### src/shared/sps_pkg.sv
package sps_pkg;

  // ------------------------------------------------------------------
  // Slave-select mode encodings
  // ------------------------------------------------------------------
  localparam logic [1:0] SPS_MODE_3WIRE     = 2'h0;
  localparam logic [1:0] SPS_MODE_4W_SLAVE  = 2'h1;
  localparam int         SPS_MODE_HIGH_BIT  = 1;
  localparam int         SPS_MODE_LOW_BIT   = 0;
  localparam logic [1:0] SPS_MODE_RESET     = 2'h0;

  // ------------------------------------------------------------------
  // Transfer shape and timing
  // ------------------------------------------------------------------
  localparam int         SPS_DATA_WIDTH     = 8;
  localparam int         SPS_SYNC_STAGES    = 2;
  localparam int         SPS_CLK_HZ         = 25000000;
  localparam int         SPS_SCK_DIV_DEF    = 4;
  localparam logic [7:0] SPS_SHIFT_RESET    = 8'h00;
  // Synchroniser reset follows the idle pins {select, miso, mosi, sck}, so no false
  // clock edge is seen after reset.
  localparam logic [3:0] SPS_PIN_IDLE       = 4'ha;

  typedef enum logic [1:0] {
    SPS_IDLE  = 2'b00,
    SPS_RUN   = 2'b01,
    SPS_DONE  = 2'b11
  } sps_state_t;

endpackage : sps_pkg

### src/shared/sps_sync_if.sv
`timescale 1ns/10ps
interface sps_sync_if;
  logic sck_raw;
  logic mosi_raw;
  logic miso_raw;
  logic sel_raw;
  logic sck_s;
  logic mosi_s;
  logic miso_s;
  logic sel_s;
  modport sync (input sck_raw, mosi_raw, miso_raw, sel_raw,
                output sck_s, mosi_s, miso_s, sel_s);
  modport user (output sck_raw, mosi_raw, miso_raw, sel_raw,
                input sck_s, mosi_s, miso_s, sel_s);
endinterface : sps_sync_if

### src/rtl/sps_pin_ctrl.sv
`timescale 1ns/10ps
// Operation
// - MOSI is driven as an output in master role and only sampled in slave role.
// - MISO is sampled in master role and driven in slave role.
// - Data on both lines moves most significant bit first.
// - As master, MOSI always carries the top bit of the shift register.
// - MISO floats when the unit is disabled or is an unselected 4-wire slave.
// - As a 3-wire slave, MISO is always driven from the top shift bit.
// - SCK is generated only in master role and is an input timing the data as slave.
// - A 4-wire slave ignores SCK while its select input is high.
// - Select mode 00 is 3-wire with no select line, and a slave counts as always selected.
// - Select mode 01 makes the select line an input that selects a slave.
// - In mode 01 a falling select input while master drops the master role.
// - With the upper mode bit set, the select line is driven with the lower mode bit.
// - The select line is routed to a pin only in 4-wire modes.
module sps_pin_ctrl
  import sps_pkg::*;
#(
  parameter int DATA_W  = SPS_DATA_WIDTH,
  parameter int SCK_DIV = SPS_SCK_DIV_DEF
) (
  input  wire logic              core_clk_i,
  input  wire logic              rst_i,
  input  wire logic              enable_i,
  input  wire logic              master_req_i,
  input  wire logic [1:0]        select_mode_field_i,
  input  wire logic              start_i,
  input  wire logic [DATA_W-1:0] tx_data_i,
  output logic      [DATA_W-1:0] rx_data_o,
  output logic                   rx_valid_o,
  output logic                   busy_o,
  output logic                   master_o,
  output logic                   mode_fault_o,
  output logic                   select_routed_o,
  input  wire logic              sck_i,
  output logic                   sck_o,
  output logic                   sck_oe_o,
  input  wire logic              mosi_i,
  output logic                   mosi_o,
  output logic                   mosi_oe_o,
  input  wire logic              miso_i,
  output logic                   miso_o,
  output logic                   miso_oe_o,
  input  wire logic              slave_select_line_i,
  output logic                   slave_select_line_o,
  output logic                   slave_select_line_oe_o
);

  // ------------------------------------------------------------------
  // Pin synchronisation
  // ------------------------------------------------------------------
  sps_sync_if sif ();
  assign sif.sck_raw  = sck_i;
  assign sif.mosi_raw = mosi_i;
  assign sif.miso_raw = miso_i;
  assign sif.sel_raw  = slave_select_line_i;

  sps_sync u_sync (
    .core_clk_i (core_clk_i),
    .rst_i      (rst_i),
    .pins       (sif.sync)
  );

  // ------------------------------------------------------------------
  // Control state
  // ------------------------------------------------------------------
  localparam int CNT_W = $clog2(DATA_W + 1);
  localparam int DIV_W = $clog2(SCK_DIV + 1);

  logic [1:0]        mode_q;
  logic              master_q;
  logic              fault_q;
  logic              sck_s_q;
  logic              sel_s_q;
  logic [DATA_W-1:0] shift_q;
  logic [DATA_W-1:0] rx_q;
  logic              rx_valid_q;
  logic [CNT_W-1:0]  bit_cnt_q;
  logic [DIV_W-1:0]  div_q;
  logic              sck_q;
  logic              in_bit_q;
  sps_state_t        state_q;

  // ------------------------------------------------------------------
  // Decode
  // ------------------------------------------------------------------
  wire three_wire  = (mode_q == SPS_MODE_3WIRE);
  wire sel_input   = (mode_q == SPS_MODE_4W_SLAVE);
  wire sel_drive   = mode_q[SPS_MODE_HIGH_BIT];
  wire is_slave    = enable_i && !master_q;
  wire is_master   = enable_i && master_q;
  // A slave in 3-wire mode counts as always selected.
  wire selected    = three_wire || !sif.sel_s;
  wire slave_act   = is_slave && selected;
  wire sck_rise    = slave_act && sif.sck_s && !sck_s_q;
  wire sck_fall    = slave_act && !sif.sck_s && sck_s_q;
  wire sel_fall    = sel_input && is_master && sel_s_q && !sif.sel_s;
  wire div_end     = (div_q == DIV_W'(SCK_DIV - 1));
  wire last_bit    = (bit_cnt_q == CNT_W'(DATA_W - 1));
  wire m_sample    = (state_q == SPS_RUN) && div_end && !sck_q;
  wire m_shift     = (state_q == SPS_RUN) && div_end && sck_q;

  // ------------------------------------------------------------------
  // Configuration and role
  // ------------------------------------------------------------------
  // A mode fault drops the master role until software withdraws the request.
  always_ff @(posedge core_clk_i or posedge rst_i) begin
    if (rst_i) begin
      mode_q   <= SPS_MODE_RESET;
      master_q <= 1'b0;
      fault_q  <= 1'b0;
      sck_s_q  <= 1'b0;
      sel_s_q  <= 1'b1;
    end else begin
      mode_q   <= select_mode_field_i;
      sck_s_q  <= sif.sck_s;
      sel_s_q  <= sif.sel_s;
      if (sel_fall) begin
        fault_q  <= 1'b1;
        master_q <= 1'b0;
      end else if (!master_req_i) begin
        fault_q  <= 1'b0;
        master_q <= 1'b0;
      end else if (!fault_q) begin
        master_q <= 1'b1;
      end
    end
  end

  // ------------------------------------------------------------------
  // Shift engine, eight bits, most significant bit first
  // ------------------------------------------------------------------
  always_ff @(posedge core_clk_i or posedge rst_i) begin
    if (rst_i) begin
      state_q    <= SPS_IDLE;
      shift_q    <= SPS_SHIFT_RESET;
      rx_q       <= SPS_SHIFT_RESET;
      rx_valid_q <= 1'b0;
      bit_cnt_q  <= '0;
      div_q      <= '0;
      sck_q      <= 1'b0;
      in_bit_q   <= 1'b0;
    end else begin
      rx_valid_q <= 1'b0;
      case (state_q)
        SPS_IDLE: begin
          div_q     <= '0;
          sck_q     <= 1'b0;
          if (is_master && start_i) begin
            shift_q   <= tx_data_i;
            bit_cnt_q <= '0;
            state_q   <= SPS_RUN;
          end else if (!slave_act) begin
            // A slave that is deselected or disabled forgets any partial byte.
            bit_cnt_q <= '0;
          end else if (sck_rise) begin
            in_bit_q <= sif.mosi_s;
          end else if (sck_fall) begin
            shift_q   <= {shift_q[DATA_W-2:0], in_bit_q};
            bit_cnt_q <= bit_cnt_q + CNT_W'(1);
            if (last_bit) begin
              rx_q       <= {shift_q[DATA_W-2:0], in_bit_q};
              rx_valid_q <= 1'b1;
              bit_cnt_q  <= '0;
            end
          end
        end
        SPS_RUN: begin
          div_q <= div_end ? '0 : div_q + DIV_W'(1);
          if (!is_master) begin
            bit_cnt_q <= '0;
            state_q   <= SPS_IDLE;
          end else if (m_sample) begin
            sck_q    <= 1'b1;
            in_bit_q <= sif.miso_s;
          end else if (m_shift) begin
            sck_q     <= 1'b0;
            shift_q   <= {shift_q[DATA_W-2:0], in_bit_q};
            bit_cnt_q <= bit_cnt_q + CNT_W'(1);
            if (last_bit) begin
              state_q <= SPS_DONE;
              rx_q    <= {shift_q[DATA_W-2:0], in_bit_q};
            end
          end
        end
        SPS_DONE: begin
          rx_valid_q <= 1'b1;
          bit_cnt_q  <= '0;
          state_q    <= SPS_IDLE;
        end
        default: begin
          state_q <= SPS_IDLE;
        end
      endcase
    end
  end

  // ------------------------------------------------------------------
  // Pin drive
  // ------------------------------------------------------------------
  wire top_bit = shift_q[DATA_W-1];

  assign mosi_o    = top_bit;
  assign mosi_oe_o = is_master;
  assign sck_o     = sck_q;
  assign sck_oe_o  = is_master;
  assign miso_o    = top_bit;
  // Floating MISO when disabled or unselected keeps shared 4-wire buses clean.
  assign miso_oe_o = is_slave && selected;
  assign slave_select_line_o    = mode_q[SPS_MODE_LOW_BIT];
  assign slave_select_line_oe_o = enable_i && sel_drive;
  assign select_routed_o = !three_wire;

  assign rx_data_o    = rx_q;
  assign rx_valid_o   = rx_valid_q;
  assign busy_o       = (state_q != SPS_IDLE);
  assign master_o     = master_q;
  assign mode_fault_o = fault_q;
endmodule : sps_pin_ctrl

### src/rtl/sps_sync.sv
`timescale 1ns/10ps
module sps_sync
  import sps_pkg::*;
(
  input  wire logic core_clk_i,
  input  wire logic rst_i,
  sps_sync_if.sync  pins
);

  // ------------------------------------------------------------------
  // Two-stage synchronisers for every pin input
  // ------------------------------------------------------------------
  // The first stage is read only by the second stage.
  logic [3:0] meta_q;
  logic [3:0] sync_q;

  always_ff @(posedge core_clk_i or posedge rst_i) begin
    if (rst_i) begin
      meta_q <= SPS_PIN_IDLE;
      sync_q <= SPS_PIN_IDLE;
    end else begin
      meta_q <= {pins.sel_raw, pins.miso_raw, pins.mosi_raw, pins.sck_raw};
      sync_q <= meta_q;
    end
  end

  assign pins.sck_s  = sync_q[0];
  assign pins.mosi_s = sync_q[1];
  assign pins.miso_s = sync_q[2];
  assign pins.sel_s  = sync_q[3];

endmodule : sps_sync

### config.mk
export PLATFORM = sky130hd
export DESIGN_NAME = sps_pin_ctrl
export DESIGN_NICKNAME = d
export VERILOG_FILES = /design/src/shared/sps_pkg.sv /design/src/shared/sps_sync_if.sv /design/src/rtl/sps_pin_ctrl.sv /design/src/rtl/sps_sync.sv
export SDC_FILE = /design/constraint.sdc
export NUM_CORES = 1
export LEC_CHECK = 0
export ABC_AREA = 1
export ABC_CLOCK_PERIOD_IN_PS = 3100
export BUFFER_PORTS_ARGS = -buffer_cell sky130_fd_sc_hd__buf_2
export CAP_MARGIN = 30
export CORE_ASPECT_RATIO = 0.6
export CORE_MARGIN = 4
export CORE_UTILIZATION = 35
export CTS_BUF_LIST = sky130_fd_sc_hd__clkbuf_8 sky130_fd_sc_hd__clkbuf_16
export DETAILED_ROUTE_END_ITERATION = 10
export PLACE_DENSITY = 0.52
export SLEW_MARGIN = 15
export SYNTH_ARGS = -nofsm -noshare
export SYNTH_HDL_FRONTEND = slang
export SYNTH_SLANG_ARGS = --single-unit
### constraint.sdc
create_clock -name core_clk_i -period 3.1 [get_ports core_clk_i]
set_input_delay 0.155 -clock core_clk_i [delete_from_list [all_inputs] [get_ports core_clk_i]]
set_output_delay 0.155 -clock core_clk_i [all_outputs]
set_load 0.005 [all_outputs]
# --- After elaboration in Yosys (flattened, before gate mapping) ---
# Index checks and enable logic that the tools add are counted.
word_totals:
  out_inout_bits: 21
  ff_bits: 42
  word_cells: 131
  inputBits: 19
op_classes:
  reduce_logical: 33
  n_addsub: 2
  n_eq_ne: 26
  muxes: 55
op_table:
  columns: ["cell", "n"]
  rows:
  - ["2-to-1 mux 8 bit", 15]
  - ["2-to-1 mux 4 bit", 8]
  - ["case mux 8 bit (2 select lines)", 2]
  - ["inequality test 3 bit, second input constant", 7]
  - ["inequality test 2 bit, second input constant", 10]
  - ["2-to-1 mux 1 bit", 18]
  - ["logical AND 1 bit", 15]
  - ["case mux 4 bit (3 select lines)", 1]
  - ["2-to-1 mux 2 bit", 5]
  - ["inequality test 4 bit, second input constant", 2]
  - ["AND reduction 8 bit", 1]
  - ["AND reduction 7 bit", 1]
  - ["zero test 1 bit", 6]
  - ["case mux 1 bit (2 select lines)", 3]
  - ["case mux 3 bit (2 select lines)", 1]
  - ["AND reduction 6 bit", 1]
  - ["AND reduction 5 bit", 1]
  - ["adder 4 x 1 -> 4 bit, second input constant", 1]
  - ["== test 2 x 1 -> 1 bit, second input constant", 2]
  - ["== test 4 x 3 -> 1 bit, second input constant", 1]
  - ["zero test 2 bit", 2]
  - ["case mux 2 bit (2 select lines)", 1]
  - ["AND reduction 4 bit", 1]
  - ["nonzero test 2 bit", 2]
  - ["9 further kinds", 9]

# --- Logic depth before layout (Yosys ltp) ---
# Gate-level depths: netlist of the first run.
depth:
  word_depth: 10
  ltp_mapped: 10
  depth_no_buf: 9

# --- Cells and area by module ---
# Synthesis of the first run repeated with hierarchy kept, for this count alone.
unflattened:
  hier_cells: 244
  area_unflattened_um2: 2093.3
by_module_without_submodules:
  columns: ["mod", "area_each_um2", "cells_each", "instances", "seq_area_each_um2"]
  rows:
  - ["sps_pin_ctrl", 1884.3, 235, 1, 852.1]
  - ["sps_sync", 209.0, 9, 1, 205.2]

# --- Worst setup path after synthesis of the first run ---
# OpenSTA, ideal clock, no wires.
synth_path:
  path_kind: "reg-to-reg"
  start: "register state_q[1]"
  end: "register rx_q[0] (netlist: rx_data_o[0])"
  synth_period_minus_slack_ns: 1.504
  t_arrival_ns: 1.388
  path_slack_ns: 1.596
  required_ns: 2.983
  stages_incl_launch_ff: 10
  setup_time_ns: 0.117
  path_buffers: 1
  path_cell_list: "dfrtp_1 -> inv_1 -> ha_1 -> buf_2 -> nand2_1 -> nand4_4 -> nor2_4 -> nand2_4 -> nand2_1 -> nand2_1"
synth_between:
  elab_chain_cells: 5
  elab_cells_between_ends: 15
  cone_classes: "eq/ne (8); mux (1); reduce/logical (6)"
synth_lines:
  columns: ["element", "line", "source"]
  rows:
  - ["from (decl)", "sps_pin_ctrl.sv:82", "sps_state_t state_q;"]
  - ["from (signal assigned)", "sps_pin_ctrl.sv:135", "state_q <= SPS_IDLE;"]
  - ["from (signal assigned)", "sps_pin_ctrl.sv:152", "state_q <= SPS_RUN;"]
  - ["from (signal assigned)", "sps_pin_ctrl.sv:172", "state_q <= SPS_IDLE;"]
  - ["== test 2 x 1 -> 1 bit", "sps_pin_ctrl.sv:100, sps_pin_ctrl.sv:101, sps_pin_ctrl.sv:145", null]
  - ["logical AND 1 bit", "sps_pin_ctrl.sv:100, sps_pin_ctrl.sv:101", null]
  - ["logical AND 1 bit (on tied branches)", "sps_pin_ctrl.sv:101, sps_pin_ctrl.sv:100", null]
  - ["inequality test 2 bit (no source line)", null, null]
  - ["AND reduction 8 bit (no source line)", null, null]
  - ["to (signal assigned)", "sps_pin_ctrl.sv:162", "rx_q <= {shift_q[DATA_W-2:0], in_bit_q};"]
  - ["to (signal assigned)", "sps_pin_ctrl.sv:182", "rx_q <= {shift_q[DATA_W-2:0], in_bit_q};"]
  - ["to (decl)", "sps_pin_ctrl.sv:76", "logic [DATA_W-1:0] rx_q;"]
# Several ways; a longest one is shown, not always the timed one.
# A chain may end at the register's enable or synchronous reset.

# --- Worst setup path after layout of the first run ---
layout_path:
  start: "register state_q[1]"
  end: "register rx_q[7] (netlist: rx_data_o[7])"
# The elaborated chain is that of the path after synthesis.

==> results of run 1 <==
[registers in the layout (all words and copies together) (netlist names)]
name           cells
bit_cnt_q          4
u_sync.sync_q      4
u_sync.meta_q      4
sel_s_q            1
mode_q             2
in_bit_q           1
shift_q            8
sck_s_q            1
rx_valid_o         1
mode_fault_o       1
div_q              3
sck_o              1
rx_data_o          8
master_o           1
state_q            2
[synth_stat cells, drive strengths merged]
master  number  area [sq um]
nand2       81           334
dfrtp       37           926
nand3       31           168
inv         26          97.6
nor2        16          85.1
o21ai       16          80.1
ha           6          75.1
a21oi        5          25.0
dfstp        5           131
buf          4          31.3
nand4        3          33.8
a21boi       1          7.51
o211ai       1          7.51
xnor2        1          8.76
xor2         1          8.76
[where the power goes]
part | internal [W] | switching [W] | total (W)
clock network | 0.000235 | 0.000183 | 0.000417
registers | 0.000643 | 0.0000774 | 0.000720
logic | 0.000212 | 0.000433 | 0.000645
[placed cells by master, fill, tap and decap left out, types with 6 or more instances in the layout]
cell type	n
nand2_2	6
nor2_1	12
nand3_1	30
dlygate4sd3_1	6
buf_2	39
inv_1	24
o21ai_1	12
ha_1	6
nand2_1	73
dfrtp_1	37
[routing by layer]
metal | wire, um | track usage, %
met4 | 14 | 3.39
met3 | 177 | 3.78
met2 | 1750 | 18.3
met5 | 0 | 0
met1 | 2500 | 22.6
[cell type report]
type	count	area, sq um
Clock inverter	3	37.5
Fill cell	605	3110
Timing Repair Buffer	46	263
Sequential cell	42	1060
Tap cell	80	100
Inverter	26	97.6
Multi-Input combinational cell	162	833
Clock buffer	5	68.8
[worst paths after layout]
path | start | to | slack, ns | depth (start not counted)
min in group core_clk_i | master_req_i | mode_fault_o$_DFFE_PP0N_ | 0.09 | 3
worst min register to register | u_sync.meta_q[2]$_DFF_PP0_ | u_sync.sync_q[2]$_DFF_PP0_ | 0.36 | 0
worst max-delay path | state_q[1]$_DFFE_PP0P_ | rx_data_o[7]$_DFFE_PP0P_ | 1.20 | 9
max in group asynchronous | rst_i | u_sync.meta_q[3]$_DFF_PP1_ | 2.24 | 3
worst max register to register | state_q[1]$_DFFE_PP0P_ | rx_data_o[7]$_DFFE_PP0P_ | 1.20 | 9
worst min-delay path | rst_i | shift_q[1]$_DFFE_PP0P_ | 0.008 | 2
[cell families (layout without fill, tap and decap cells)]
group,count (synthesis),after routing
AO/OA/AOI/OAI,23,23
XOR/XNOR,2,2
adder cells (fa/ha/maj),6,6
buffers and inverters,30,80
flip-flops,42,42
AND/OR/NAND/NOR,131,131
[stage by stage]
stage	setup WS [ns]	util (%)	instance area (sq um)	total power, W	std cells
global route	0.960	44.1	2460	0.00194	364
finish	1.20	44.1	2460	0.00178	364
global placement	1.30	41.1	2290	0.00137	350
CTS	1.22	44.1	2460	0.00180	364
floorplan	1.60	-	2020	0.00120	234
detailed placement	1.23	41.1	2290	0.00137	350
==> metrics.txt, run 1 <==
RePlAce Congestion 0.859; Post-CTS Setup Bufs 0; Slew HR 46.8%; worst ir drop on vdd 0.244 mV; chip width 106 um; XOR/XNOR Fraction of Synth Area 0.867%; simple-gate share of the synthesized area 30.7%; startpoint types flip-flop; Vias per Instance about 4.4; Root Buffer clkbuf_8; WHS 0.00846 ns; worst slew pin tran 0.797 ns; Initial Util a little over a third; CTS Buf Count 5; Worst Path Buf+Inv 2; Final Skew 0.00323 ns; CP max stage cell dfrtp_1; Critical Path Max Stage Delay between 0.4 and 0.5 ns; gr ovfl total 0; Rows 21; HPWL after DPL approximately 3.4 mm; DR vias 1614; Max clock buf depth 2; RSZ-0062 raised after global routing false; P&R area growth vs syn 21.7%; adder-cell share of the synthesized area 3.72%; Pleak 1.33 nW; main combinational cell family by area after synthesis simple AND/OR/NAND/NOR gates; Synth Net Count 259; status finished clean; setup TNS 0 ns; PortBufs 39; Final Max Tran Viols 0; post-layout net count 308; CP Class reg2reg; drt first pass iters 4; PwrDens 725 nW/um^2; Synth Area per Inst approximately 8.6 sq um; share of cells above drive strength 1 ~24%; Routed WL ~4.4 mm; Top delay family on crit path simple AND/OR/NAND/NOR gates; antenna-violating nets left 0; Req. time, crit path 3.28 ns; Arr. time, crit path 2.08 ns; most used cell, CP nand2_1; Worst-Skew Late Latency 0.29 ns; synth warn 0; count of cell types in the netlist 25; Syn Std Cell Area between 2000 and 2500 sq um; Critical Path End Type flip-flop; drt first-iter violations 88; clk sinks 42; critical path fanouts, max 11; Die Ht between 60 and 70 um; cell count after synthesis between 200 and 250; Hold Path Class in2async; die footprint 7090 sq um; Tcrit/Tclk final 61.2%; setup violators final 0; CTS H-tree lvls 2; max-cap viol count 0; DRC 0; CTS Hold Bufs 6; core area 5570 sq um; CTS tree done; routed len/inst 12.2 um; Tot GR Track Use around 14%; Seq/Total Area, Yosys 52.4%; Synth Area in Compound Gates 5.95%; critical-path cell list inv_1 -> ha_1 -> inv_2 -> nand2_2 -> nand4_4 -> nor2_4 -> nand2_4 -> nand2_1 -> nand2_1; post-layout minimum cycle time between 1.5 and 2 ns; I/O pin count 40; final-report hold violation count 0; first-pass GRT wire length approximately 8 mm; Synth Register Bits 42; post-CTS sizing 0; vias in the first global route 1571; largest net degree at the start of global routing 24; Clock Pin Slew Worst Setup and Hold Paths approximately 0.080 ns; initial antenna violation count 0; Peak Freq 0.527 GHz; multiplexer share of the synthesized area 0%; Diodes inserted 0
(Power assumes the default switching activity.)
==> run 2, diff against run 1 <==
Settings changed: ABC_CLOCK_PERIOD_IN_PS 3100 to 1500, PLACE_DENSITY 0.52 to 0.54.
Clock period 3.1 ns to 1.5 ns, I/O delays scaled along.
==> metrics.txt, run 2 (synthesis gave the netlist of run 1 again) <==
status complete, but fails checks; violated checks setup timing; startpoint types flip-flop; first-pass GRT wire length 8.00 mm; initial antenna violation count 0; post-layout net count 334; Critical Path End Type flip-flop; CTS tree done; PwrDens 1550 nW/um^2; Top delay family on crit path simple AND/OR/NAND/NOR gates; Final Worst Setup Slack -0.0243 ns; drt first pass iters 4; clk sinks 42; Vias per Instance 4.39; core area 5570 sq um; Worst Path Buf+Inv 1; setup violators final 8; Pleak 1.46 nW; most frequent cells in the layout 63 x nand2_1, 39 x buf_2, 36 x dfrtp_1, 30 x nand3_1, 21 x buf_4; CTS H-tree lvls 2; DR vias 1714; Routed WL 4.73 mm; Initial Util a little over a third; Max clock buf depth 2; Peak Freq ~0.66 GHz; CTS Buf Count 5; max-cap viol count 0; RePlAce Congestion 0.783; Final Skew 0.0116 ns; Worst-Skew Late Latency approximately 0.29 ns; Metal-1 WL 2.60 mm; final-report hold violation count 0; Tot GR Track Use between 10% and 20%; routed len/inst around 12 um; share of cells above drive strength 1 37.4%; Root Buffer clkbuf_8; dpl cells 372; Arr. time, crit path 1.72 ns; vias in the first global route between 1500 and 2000; critical-path cell list ha_4 -> buf_8 -> nand2_4 -> nand4_4 -> nor2_4 -> nand2_4 -> nand2_2 -> nand2_2; worst ir drop on vdd 0.655 mV; DP Area 2470 sq um; post-layout minimum cycle time 1.52 ns; Diodes inserted 0; drt first-iter violations just under 100; Die Ht 66.8 um; critical path fanouts, max 8; Slew HR 64.1%; Final Max Tran Viols 0; metal3 WL 248 um; Place WS -0.126 ns; Critical Path Max Stage Delay 0.44 ns; antenna-violating nets left 0; Non-Filler Instances around 400; RSZ-0062 raised after global routing true; WHS 0.134 ns; Clock Pin Slew Worst Setup and Hold Paths 0.09 ns; gr ovfl total 0; Final Cell Area 2760 sq um; met2 WL post-DR between 1.5 and 2 mm; PortBufs 39; largest net degree at the start of global routing 43; worst slew pin tran 0.538 ns; I/O pin count 40; CP max stage cell dfrtp_2; Tcrit/Tclk final 102%; Post-CTS Setup Bufs 0; DRC 0; Rows 21; chip width 106 um; max layer used met4; die footprint between 7000 and 8000 sq um; P&R area growth vs syn 36.5%; HPWL after DPL 3.50 mm; Hold Path Class in2reg; Req. time, crit path 1.69 ns; CP Class reg2reg; FILL cells 554; commonest non-fill, non-tap cell in the layout nand2_1
-- run 2: layout make-up --
class	instances	area [sq um]	share of cell area (%)
Clock inverter	3	13.8	0.499
Clock buffer	5	68.8	2.50
Multi-Input combinational cell	164	953	34.6
Sequential cell	42	1060	38.4
Timing Repair Buffer	70	459	16.7
Tap cell	80	100	3.63
Inverter	26	103	3.72
-- run 2: worst min-delay path: cells and delay by family --
kind	cells	cell delay, ns
AO/OA/AOI/OAI	1	0.06
buffers and inverters	2	0.14
AND/OR/NAND/NOR	2	0.12
-- run 2: metal layers --
layer	up-vias	track usage (%)
met4	0	3.39
met3	2	4.16
li1	902	-
met5	-	0
met2	42	19.6
met1	768	22.4
-- run 2: metrics by stage --
stage	setup TNS [ns]	util, %	total power [W]
after floorplan	0	-	0.00250
after global routing	-1.29	49.5	0.00463
final	-0.122	49.5	0.00427
after detailed placement	-1.57	44.3	0.00331
after CTS	-0.00265	48.2	0.00419
after global placement	-0.595	44.3	0.00329
-- run 2: worst paths after layout --
path / from / endpoint / slack [ns] / depth (start not counted)
setup reg to reg: state_q[0]$_DFFE_PP0P_ / rx_data_o[1]$_DFFE_PP0P_ / -0.02 / 8
setup / recovery: state_q[0]$_DFFE_PP0P_ / rx_data_o[1]$_DFFE_PP0P_ / -0.02 / 8
hold / removal: tx_data_i[5] / shift_q[5]$_DFFE_PP0P_ / 0.13 / 5
min in group asynchronous: rst_i / shift_q[3]$_DFFE_PP0P_ / 0.46 / 4
hold reg to reg: u_sync.meta_q[0]$_DFF_PP0_ / u_sync.sync_q[0]$_DFF_PP0_ / 0.35 / 0
max in group asynchronous: rst_i / state_q[0]$_DFFE_PP0P_ / 0.64 / 4
-- run 2: power by group --
part	internal, W	switching [W]	total [W]
combinational	0.000954	0.00113	0.00209
clock	0.000316	0.000381	0.000697
sequential	0.00133	0.000154	0.00149
total	0.00260	0.00167	0.00427
-- run 2: repair_timing --
item,4_1_cts,5_1_grt
gates resized for setup,13,20
pin swaps,6,11
endpoints found under the hold margin,44,0
endpoints found under the setup margin,22,23
gates cloned,1,1
hold buffers,8,0
